## src/hw/sst_pkg.sv

```systemverilog
// Constants, register map and carrier types of the sysref sync and timestamp control block.
// Assumes a 12-bit register address and 8-bit register data.
package sst_pkg;

  // ----------------------------------------------------------------
  // Register offsets
  // ----------------------------------------------------------------
  localparam logic [11:0] SST_ADDR_SYSREF_CTRL = 12'h120;
  localparam logic [11:0] SST_ADDR_IGNORE      = 12'h121;
  localparam logic [11:0] SST_ADDR_TS_DELAY    = 12'h123;
  localparam logic [11:0] SST_ADDR_MONITOR     = 12'h128;
  localparam logic [11:0] SST_ADDR_SYNC_MODE   = 12'h1ff;
  localparam logic [11:0] SST_ADDR_FUNC_LOW    = 12'h559;
  localparam logic [11:0] SST_ADDR_FUNC_HIGH   = 12'h55a;
  localparam logic [11:0] SST_ADDR_LMFC_OFFSET = 12'h578;
  localparam logic [11:0] SST_ADDR_CBIT_COUNT  = 12'h58f;
  localparam logic [11:0] SST_ADDR_SUBCLASS    = 12'h590;

  // ----------------------------------------------------------------
  // Field positions and encodings
  // ----------------------------------------------------------------
  localparam int          SST_SUBCLASS_LSB   = 5;
  localparam logic [2:0]  SST_SUBCLASS_0     = 3'h0;
  localparam logic [2:0]  SST_SUBCLASS_1     = 3'h1;
  localparam int          SST_TRANS_BIT      = 4;
  localparam int          SST_EDGE_BIT       = 3;
  localparam int          SST_MODE_LSB       = 1;
  localparam logic [1:0]  SST_MODE_OFF       = 2'h0;
  localparam logic [1:0]  SST_MODE_CONT      = 2'h1;
  localparam logic [1:0]  SST_MODE_NSHOT     = 2'h2;
  localparam int          SST_TS_MODE_BIT    = 0;
  localparam int          SST_CBIT_CNT_LSB   = 6;
  localparam int          SST_FUNC0_LSB      = 0;
  localparam int          SST_FUNC1_LSB      = 4;
  localparam int          SST_FUNC2_LSB      = 0;
  localparam logic [2:0]  SST_FUNC_TIMESTAMP = 3'h5;
  localparam int          SST_IGNORE_W       = 4;
  localparam int          SST_OFFSET_W       = 5;
  localparam int          SST_CBITS          = 3;
  localparam logic [2:0]  SST_DEC_FULL_BW    = 3'h0;
  localparam logic [4:0]  SST_OCTETS_ONE     = 5'h01;
  localparam logic [4:0]  SST_OCTETS_TWO     = 5'h02;
  localparam logic [7:0]  SST_REG_ZERO       = 8'h00;

  // ----------------------------------------------------------------
  // Carrier types
  // ----------------------------------------------------------------
  typedef struct packed {
    logic                 valid;
    logic [SST_CBITS-1:0] ctrl;
  } sst_sample_tag_type;

  typedef struct packed {
    logic       trans_falling;
    logic       edge_falling;
    logic [1:0] mode;
  } sst_sysref_cfg_type;

endpackage

```

## src/hw/sst_ctrl.sv

```systemverilog
// System reference capture, multiframe clock alignment and sample timestamping.
// Assumes sysref_in and the monitor status arrive asynchronously; all else is on clk_sys_in.
`timescale 1ns/1ps

module sst_ctrl
  import sst_pkg::*;
#(
  parameter int CHANNELS = 4,
  parameter int SAMPLE_W = 16
) (
  input  wire logic                         clk_sys_in,
  input  wire logic                         reset_in,
  input  wire logic [11:0]                  reg_addr_in,
  input  wire logic [7:0]                   reg_wdata_in,
  input  wire logic                         reg_write_in,
  input  wire logic                         reg_read_in,
  output logic      [7:0]                   reg_rdata_out,
  input  wire logic                         sysref_in,
  input  wire logic [3:0]                   setup_status_in,
  input  wire logic [3:0]                   hold_status_in,
  input  wire logic                         frame_tick_in,
  input  wire logic [4:0]                   octets_per_frame_in,
  input  wire logic [5:0]                   frames_per_multiframe_in,
  input  wire logic [2:0]                   decimation_mode_in,
  input  wire logic [CHANNELS*SAMPLE_W-1:0] sample_in,
  input  wire logic                         sample_valid_in,
  output logic [CHANNELS*SAMPLE_W-1:0]      sample_out,
  output sst_sample_tag_type                sample_tag_out,
  output logic                              lmfc_out,
  output logic                              divider_reset_out,
  output logic [2:0]                        subclass_out
);

  generate
    if (CHANNELS < 1 || SAMPLE_W < 1) begin : bad_param_g
      $error("CHANNELS and SAMPLE_W must be at least 1.");
    end
  endgenerate

  // ----------------------------------------------------------------
  // Registers
  // ----------------------------------------------------------------
  sst_sysref_cfg_type           sysref_cfg;
  logic [SST_IGNORE_W-1:0]      ignore_sel;
  logic [7:0]                   ts_delay;
  logic                         ts_mode;
  logic [7:0]                   func_low;
  logic [7:0]                   func_high;
  logic [SST_OFFSET_W-1:0]      lmfc_offset;
  logic [1:0]                   cbit_count;
  logic [2:0]                   subclass;
  logic                         sr_act;

  wire wr_ctrl = reg_write_in && reg_addr_in == SST_ADDR_SYSREF_CTRL;

  always_ff @(posedge clk_sys_in or posedge reset_in) begin
    if (reset_in) begin
      sysref_cfg  <= '0;
      ignore_sel  <= '0;
      ts_delay    <= '0;
      ts_mode     <= 1'b0;
      func_low    <= '0;
      func_high   <= '0;
      lmfc_offset <= '0;
      cbit_count  <= '0;
      subclass    <= SST_SUBCLASS_1;
    end else begin
      if (sr_act && sysref_cfg.mode == SST_MODE_NSHOT) begin
        sysref_cfg.mode <= SST_MODE_OFF;
      end
      if (reg_write_in) begin
        unique case (reg_addr_in)
          SST_ADDR_SYSREF_CTRL: begin
            sysref_cfg.trans_falling <= reg_wdata_in[SST_TRANS_BIT];
            sysref_cfg.edge_falling  <= reg_wdata_in[SST_EDGE_BIT];
            sysref_cfg.mode          <= reg_wdata_in[SST_MODE_LSB +: 2];
          end
          SST_ADDR_IGNORE:      ignore_sel  <= reg_wdata_in[SST_IGNORE_W-1:0];
          SST_ADDR_TS_DELAY:    ts_delay    <= reg_wdata_in;
          SST_ADDR_SYNC_MODE:   ts_mode     <= reg_wdata_in[SST_TS_MODE_BIT];
          SST_ADDR_FUNC_LOW:    func_low    <= reg_wdata_in;
          SST_ADDR_FUNC_HIGH:   func_high   <= reg_wdata_in;
          SST_ADDR_LMFC_OFFSET: lmfc_offset <= reg_wdata_in[SST_OFFSET_W-1:0];
          SST_ADDR_CBIT_COUNT:  cbit_count  <= reg_wdata_in[SST_CBIT_CNT_LSB +: 2];
          SST_ADDR_SUBCLASS:    subclass    <= reg_wdata_in[SST_SUBCLASS_LSB +: 3];
          default: begin
          end
        endcase
      end
    end
  end

  // ----------------------------------------------------------------
  // Reference capture and monitor synchronisers
  // ----------------------------------------------------------------
  logic       sr_pos_meta;
  logic       sr_pos;
  logic       sr_neg_meta;
  logic       sr_neg;
  logic [7:0] mon_meta;
  logic [7:0] mon_sync;
  logic       sr_prev;
  logic       sr_sel;
  logic       sr_event;

  always_ff @(posedge clk_sys_in or posedge reset_in) begin
    if (reset_in) begin
      sr_pos_meta <= 1'b0;
      sr_pos      <= 1'b0;
      sr_neg      <= 1'b0;
      mon_meta    <= '0;
      mon_sync    <= '0;
    end else begin
      sr_pos_meta <= sysref_in;
      sr_pos      <= sr_pos_meta;
      sr_neg      <= sr_neg_meta;
      mon_meta    <= {hold_status_in, setup_status_in};
      mon_sync    <= mon_meta;
    end
  end

  // The falling-edge path gives half a clock period of extra capture phase.
  always_ff @(negedge clk_sys_in or posedge reset_in) begin
    if (reset_in) begin
      sr_neg_meta <= 1'b0;
    end else begin
      sr_neg_meta <= sysref_in;
    end
  end

  assign sr_sel = sysref_cfg.edge_falling ? sr_neg : sr_pos;

  always_ff @(posedge clk_sys_in or posedge reset_in) begin
    if (reset_in) begin
      sr_prev <= 1'b0;
    end else begin
      sr_prev <= sr_sel;
    end
  end

  assign sr_event = sysref_cfg.trans_falling ? (sr_prev && !sr_sel)
                                             : (!sr_prev && sr_sel);

  // ----------------------------------------------------------------
  // Event qualification and N-shot ignore counter
  // ----------------------------------------------------------------
  logic [SST_IGNORE_W-1:0] ign_cnt;
  logic                    realign;

  always_ff @(posedge clk_sys_in or posedge reset_in) begin
    if (reset_in) begin
      ign_cnt <= '0;
    end else if (wr_ctrl) begin
      ign_cnt <= '0;
    end else if (sr_event && sysref_cfg.mode == SST_MODE_NSHOT && ign_cnt != ignore_sel) begin
      ign_cnt <= ign_cnt + 1'b1;
    end
  end

  assign sr_act = sr_event && (sysref_cfg.mode == SST_MODE_CONT ||
                  (sysref_cfg.mode == SST_MODE_NSHOT && ign_cnt == ignore_sel));

  // Without Subclass 1 no event touches clocking; events still start timestamps when ts_mode is set and decimation is full bandwidth.
  assign realign = sr_act && !ts_mode && subclass == SST_SUBCLASS_1;

  always_ff @(posedge clk_sys_in or posedge reset_in) begin
    if (reset_in) begin
      divider_reset_out <= 1'b0;
    end else begin
      divider_reset_out <= realign;
    end
  end

  // ----------------------------------------------------------------
  // Local multiframe clock
  // ----------------------------------------------------------------
  logic [4:0]              frame_cnt;
  logic [SST_OFFSET_W-1:0] eff_delay;

  always_comb begin
    if (octets_per_frame_in == SST_OCTETS_ONE) begin
      eff_delay = lmfc_offset >> 2;
    end else if (octets_per_frame_in == SST_OCTETS_TWO) begin
      eff_delay = lmfc_offset >> 1;
    end else begin
      eff_delay = lmfc_offset;
    end
  end

  always_ff @(posedge clk_sys_in or posedge reset_in) begin
    if (reset_in) begin
      frame_cnt <= '0;
    end else if (realign) begin
      frame_cnt <= '0;
    end else if (frame_tick_in) begin
      if ({1'b0, frame_cnt} >= frames_per_multiframe_in - 6'h01) begin
        frame_cnt <= '0;
      end else begin
        frame_cnt <= frame_cnt + 5'h01;
      end
    end
  end

  always_ff @(posedge clk_sys_in or posedge reset_in) begin
    if (reset_in) begin
      lmfc_out <= 1'b0;
    end else begin
      lmfc_out <= frame_tick_in && !realign && frame_cnt == eff_delay;
    end
  end

  // ----------------------------------------------------------------
  // Timestamp marking
  // ----------------------------------------------------------------
  logic                 ts_pend;
  logic [7:0]           ts_cnt;
  logic                 ts_start;
  logic                 mark;
  logic [SST_CBITS-1:0] next_ctrl;
  logic [2:0]           func_sel [SST_CBITS];

  assign ts_start = sr_act && ts_mode && decimation_mode_in == SST_DEC_FULL_BW;
  assign mark     = ts_pend && sample_valid_in && ts_cnt == '0;

  always_ff @(posedge clk_sys_in or posedge reset_in) begin
    if (reset_in) begin
      ts_pend <= 1'b0;
      ts_cnt  <= '0;
    end else if (ts_start) begin
      ts_pend <= 1'b1;
      ts_cnt  <= ts_delay;
    end else if (ts_pend && sample_valid_in) begin
      if (ts_cnt == '0) begin
        ts_pend <= 1'b0;
      end else begin
        ts_cnt <= ts_cnt - 8'h01;
      end
    end
  end

  assign func_sel[0] = func_low[SST_FUNC0_LSB +: 3];
  assign func_sel[1] = func_low[SST_FUNC1_LSB +: 3];
  assign func_sel[2] = func_high[SST_FUNC2_LSB +: 3];

  genvar gi;
  generate
    for (gi = 0; gi < SST_CBITS; gi++) begin : cbit_g
      assign next_ctrl[gi] = mark && gi < cbit_count &&
                             func_sel[gi] == SST_FUNC_TIMESTAMP;
    end
  endgenerate

  // Every channel passes the same single register stage.
  always_ff @(posedge clk_sys_in or posedge reset_in) begin
    if (reset_in) begin
      sample_out     <= '0;
      sample_tag_out <= '0;
    end else begin
      sample_out           <= sample_in;
      sample_tag_out.valid <= sample_valid_in;
      sample_tag_out.ctrl  <= next_ctrl;
    end
  end

  always_ff @(posedge clk_sys_in or posedge reset_in) begin
    if (reset_in) begin
      subclass_out <= SST_SUBCLASS_1;
    end else begin
      subclass_out <= subclass;
    end
  end

  // ----------------------------------------------------------------
  // Register read port
  // ----------------------------------------------------------------
  logic [7:0] next_rdata;

  always_comb begin
    next_rdata = SST_REG_ZERO;
    if (reg_read_in) begin
      unique case (reg_addr_in)
        SST_ADDR_SYSREF_CTRL: begin
          next_rdata[SST_TRANS_BIT]      = sysref_cfg.trans_falling;
          next_rdata[SST_EDGE_BIT]       = sysref_cfg.edge_falling;
          next_rdata[SST_MODE_LSB +: 2]  = sysref_cfg.mode;
        end
        SST_ADDR_IGNORE:      next_rdata[SST_IGNORE_W-1:0] = ignore_sel;
        SST_ADDR_TS_DELAY:    next_rdata = ts_delay;
        SST_ADDR_MONITOR:     next_rdata = mon_sync;
        SST_ADDR_SYNC_MODE:   next_rdata[SST_TS_MODE_BIT] = ts_mode;
        SST_ADDR_FUNC_LOW:    next_rdata = func_low;
        SST_ADDR_FUNC_HIGH:   next_rdata = func_high;
        SST_ADDR_LMFC_OFFSET: next_rdata[SST_OFFSET_W-1:0] = lmfc_offset;
        SST_ADDR_CBIT_COUNT:  next_rdata[SST_CBIT_CNT_LSB +: 2] = cbit_count;
        SST_ADDR_SUBCLASS:    next_rdata[SST_SUBCLASS_LSB +: 3] = subclass;
        default:              next_rdata = SST_REG_ZERO;
      endcase
    end
  end

  always_ff @(posedge clk_sys_in or posedge reset_in) begin
    if (reset_in) begin
      reg_rdata_out <= '0;
    end else begin
      reg_rdata_out <= next_rdata;
    end
  end
endmodule

```

## config.mk

```make
export PLATFORM = sky130hd
export DESIGN_NAME = sst_ctrl
export DESIGN_NICKNAME = d
export VERILOG_FILES = /design/src/hw/sst_pkg.sv /design/src/hw/sst_ctrl.sv
export SDC_FILE = /design/constraint.sdc
export NUM_CORES = 1
export LEC_CHECK = 0
export BUFFER_PORTS_ARGS = -buffer_cell sky130_fd_sc_hd__buf_2
export CAP_MARGIN = 20
export CORE_UTILIZATION = 40
export CTS_CLUSTER_SIZE = 20
export DETAILED_ROUTE_END_ITERATION = 12
export GPL_TIMING_DRIVEN = 1
export RECOVER_POWER = 100
export SYNTH_ARGS = -nofsm -noshare
export SYNTH_HDL_FRONTEND = slang
export SYNTH_SLANG_ARGS = --single-unit
```

## constraint.sdc

```tcl
create_clock -name clk_sys_in -period 11.98 [get_ports clk_sys_in]
set_input_delay 2.396 -clock clk_sys_in [delete_from_list [all_inputs] [get_ports clk_sys_in]]
set_output_delay 2.396 -clock clk_sys_in [all_outputs]
set_load 0.05 [all_outputs]
```

# Word level (Yosys, flattened, before mapping)

Cells that the tools add are included.

Bits in registers: 163
Latch bits: 0
Memory bits (writable): 0
Memory bits (read-only): 0
Bits of input ports: 113
Memories: 0

Add/sub/neg operators: 4
$mul: 0
Div/mod/pow operators: 0
Order comparisons: 4
Eq/ne operators: 22
Shift operators: 0
Mux-type cells: 24
Bitwise logic cells: 0
Reductions and logical operators: 44

Operators with widths:

| operator                                                            | number |
|---|---|
| 12-bit by 11-bit == test with 1-bit output (second input constant)  | 5 |
| 12-bit by 9-bit == test with 1-bit output (second input constant)   | 5 |
| 8-bit 2-to-1 mux                                                    | 4 |
| 5-bit 2-to-1 mux                                                    | 5 |
| 1-bit logical AND                                                   | 22 |
| 2-bit AND reduction                                                 | 11 |
| 3-bit case mux with 7 select lines                                  | 1 |
| 2-bit case mux with 6 select lines                                  | 1 |
| 3-bit == test (second input constant)                               | 3 |
| 8-bit logical NOT                                                   | 1 |
| 4-bit 2-to-1 mux                                                    | 2 |
| 2-bit nonzero test                                                  | 4 |
| 8-bit by 1-bit subtractor with 8-bit output (second input constant) | 1 |
| 1-bit case mux with 7 select lines                                  | 1 |
| 5-bit by 6-bit greater-or-equal comparator with 1-bit output        | 1 |
| 2-bit 2-to-1 mux                                                    | 3 |
| 1-bit case mux with 6 select lines                                  | 1 |
| 6-bit by 1-bit subtractor with 6-bit output (second input constant) | 1 |
| 5-bit by 1-bit adder with 5-bit output (second input constant)      | 1 |
| 5-bit by 1-bit == test with 1-bit output (second input constant)    | 1 |
| 5-bit by 2-bit == test with 1-bit output (second input constant)    | 1 |
| 5-bit == test                                                       | 1 |
| 1-bit 2-to-1 mux                                                    | 5 |
| 1-bit case mux with 5 select lines                                  | 1 |
| other kinds (12)                                                    | 16 |

# Longest topological paths before layout

Depth after elaboration: 10
Mapped depth: 10
Mapped depth without buffers: 10

==> qor.txt <==
Register area = 4080 µm²
RSZ-0062 raised after global routing = no
R2R setup slack = 5580 ps
# IOs = 194
Critical setup path kind = input port to register
Multi-input logic area = 2050 µm²
Top Family by Delay on Critical Path = buffers and inverters
Layout Cells excl Fill = 883
Cts bufs inserted = 17
Yosys reg bits = 163
Hold_buf cts = 0
Worst slew pin tran = 4100 ps
Die area = 16300 µm²
Placed Cells = 850
Status = finished, violations left
Gpl congestion = 0.787
Worst vdd ir = 105 µV
Routed Antenna Nets = 0
Total GRT Usage = 19.6%
Net count after synthesis = 580
Max_cap viols = 1
Dominant cells by area after synthesis = dfrtp_1, mux2_2, xnor2_1
Synth Warn # = 0
Die Width = 128 µm
Critical Path Fanout Max = 2
Core area = 15300 µm²
Initial Utilization = 41.3%
Setup ws final = 3740 ps
First-pass GRT wire length = 23.8 mm
Worst Hold Class = register to register
EDFF count, synth = 0
Post-CTS sizing = 0
Critical Path Sink Type = register
Hold_ws = 349 ps
Util after Layout = 51.9%
Routed wire length = 15.2 mm
Largest net degree at the start of global routing = 84
Post-CTS Repair Setup Buffers = 0
Cell Area, Synth = 6330 µm²
Antenna Cells = 0
Via/cell ratio = 4.90
Startpoint class of the critical path = input port
Crit-path cells = clkbuf_1
R2r endpoint = sr_neg
Finished layout cell area = 7940 µm²
Final Max Slew Viols = 81
CTS tree = done
Combinational share of power = 12.4%
Critical Path RT = 6230 ps
Int Pwr = 0.978 mW
DRC violations left = 0
Failing checks = max-capacitance violations, max-slew violations
P_sw = 0.361 mW
Initial antenna violation count = 0
Switching Share = 27.0%
Crit path DAT = 2490 ps
Layout area overhead = 25.5%
H-tree depth = 4
Power per cell area = 169 nW/µm²
Post-Place Cell Area = 7490 µm²
Final Skew = 22.4 ps
Vias in the first global route = 4436
Worst R2R Start = sr_neg_meta
Final hold viol count = 0
Layout cells sized above 1 = 28.1%
Rows = 45
Clk root buf = clkbuf_16
Die Ht = 128 µm
Crit path largest cell delay = 90 ps
DR WL/cell = 17.2 µm
Final Net Count = 781
R2R depth = 0
Seq/Total Area, Yosys = 64.5%
Post-synth top area share = 63.3%
Ys async rst share = 100%
DRT iter0 DRCs = 268
Total power = 1.34 mW
DPL Wire Length = 11.4 mm
Initial DRT Pass Iterations = 5
Synth cell types = 70
Flop pwr share = 45.5%
Clk Latency, worst-skew pair = 410 ps
Total Neg Setup Slack = 0 ps
Setup crit end = sr_neg_meta
Synth Area per Inst = 13.8 µm²
Leading cell type in the layout, fill and taps excluded = dfrtp_1
Reg clk slew, reported paths = 60 ps
Ys flop type = dfrtp_1
Final setup violation count = 0
Grt ovf = 0
Post-Place Setup Slack = 3320 ps
CTS sink count = 163
LEAKAGE = 3.70 nW
CP max-delay cell = clkbuf_1
Max Root-Sink Buffers = 2
I/O Buffers = 193
Setup crit start = sysref_in
Yosys top cell by area = dfrtp_1
Slew HR = -173%
Hold Startpoint = mon_meta[6]
Routed vias = 4323
Syn Inst Count = 458
Most frequent cells in the layout = dfrtp_1, buf_2, clkbuf_1
Clock power frac = 42.2%
Fillers = 1427
Crit path buffers/inverters = 1
Critical path depth = 1
## flip-flops by register name, summed over array words and instances, names as in the netlist, 5 cells and up
name / count
mon_sync: 8
ts_delay: 8
func_low: 8
frame_cnt: 5
func_high: 8
mon_meta: 8
ts_cnt: 8
lmfc_offset: 5
sample_out: 64
reg_rdata_out: 8
## logic make-up after synthesis
| group | Yosys count | share of synthesized area, % |
|---|---|---|
| AND/OR/NAND/NOR | 121 | 11.1 |
| flip-flops | 163 | 64.5 |
| XOR/XNOR | 21 | 2.91 |
| AO/OA/AOI/OAI | 61 | 6.64 |
| buffers and inverters | 24 | 1.98 |
| adder cells (fa/ha/maj) | 9 | 1.78 |
| multiplexers | 59 | 11.1 |
## Yosys cell counts (all sizes together), types with 4 or more instances
master / n
dfrtp: 160
xnor2: 17
ha: 9
nor3: 9
nor4b: 5
nand3: 5
nand3b: 4
mux2i: 9
nor2: 29
mux2: 50
a221oi: 5
a22oi: 5
o21ai: 8
buf: 9
a31oi: 4
inv: 10
nand2b: 11
xor2: 4
nand2: 27
a21oi: 17
and3: 5
clkbuf: 5
## final cells by class
| type | count | area share (%) |
|---|---|---|
| inverter | 10 | 0.488 |
| timing repair buffer | 196 | 11.2 |
| multi-input combinational | 271 | 25.8 |
| clock inverter | 15 | 2.41 |
| sequential | 163 | 51.4 |
| tap | 211 | 3.32 |
| clock buffer | 17 | 5.36 |
## worst min-delay path by stage
stage,end,depth (start not counted)
finish,mon_sync[6],0
global route,mon_sync[6],0
CTS,mon_sync[6],0
detailed placement,mon_sync[6],0
global placement,mon_sync[5],0
floorplan,mon_sync[0],0
## per-layer routing
metal / GRT usage [%] / wire length, µm
met3: 7.14 / 1140
met1: 23.4 / 6210
met4: 6.78 / 265
met2: 32.8 / 7540
met5: 0 / 0
## power by group through the flow
stage | Clock [mW] | Combinational [mW] | Sequential [mW]
2_1_floorplan | 0 | 0.0789 | 0.653
3_3_place_gp | 0 | 0.165 | 0.618
3_5_place_dp | 0 | 0.171 | 0.619
4_1_cts | 0.577 | 0.172 | 0.609
5_1_grt | 0.602 | 0.184 | 0.613
6_report | 0.565 | 0.166 | 0.609
Note: power is estimated with default switching activity, not from simulation.
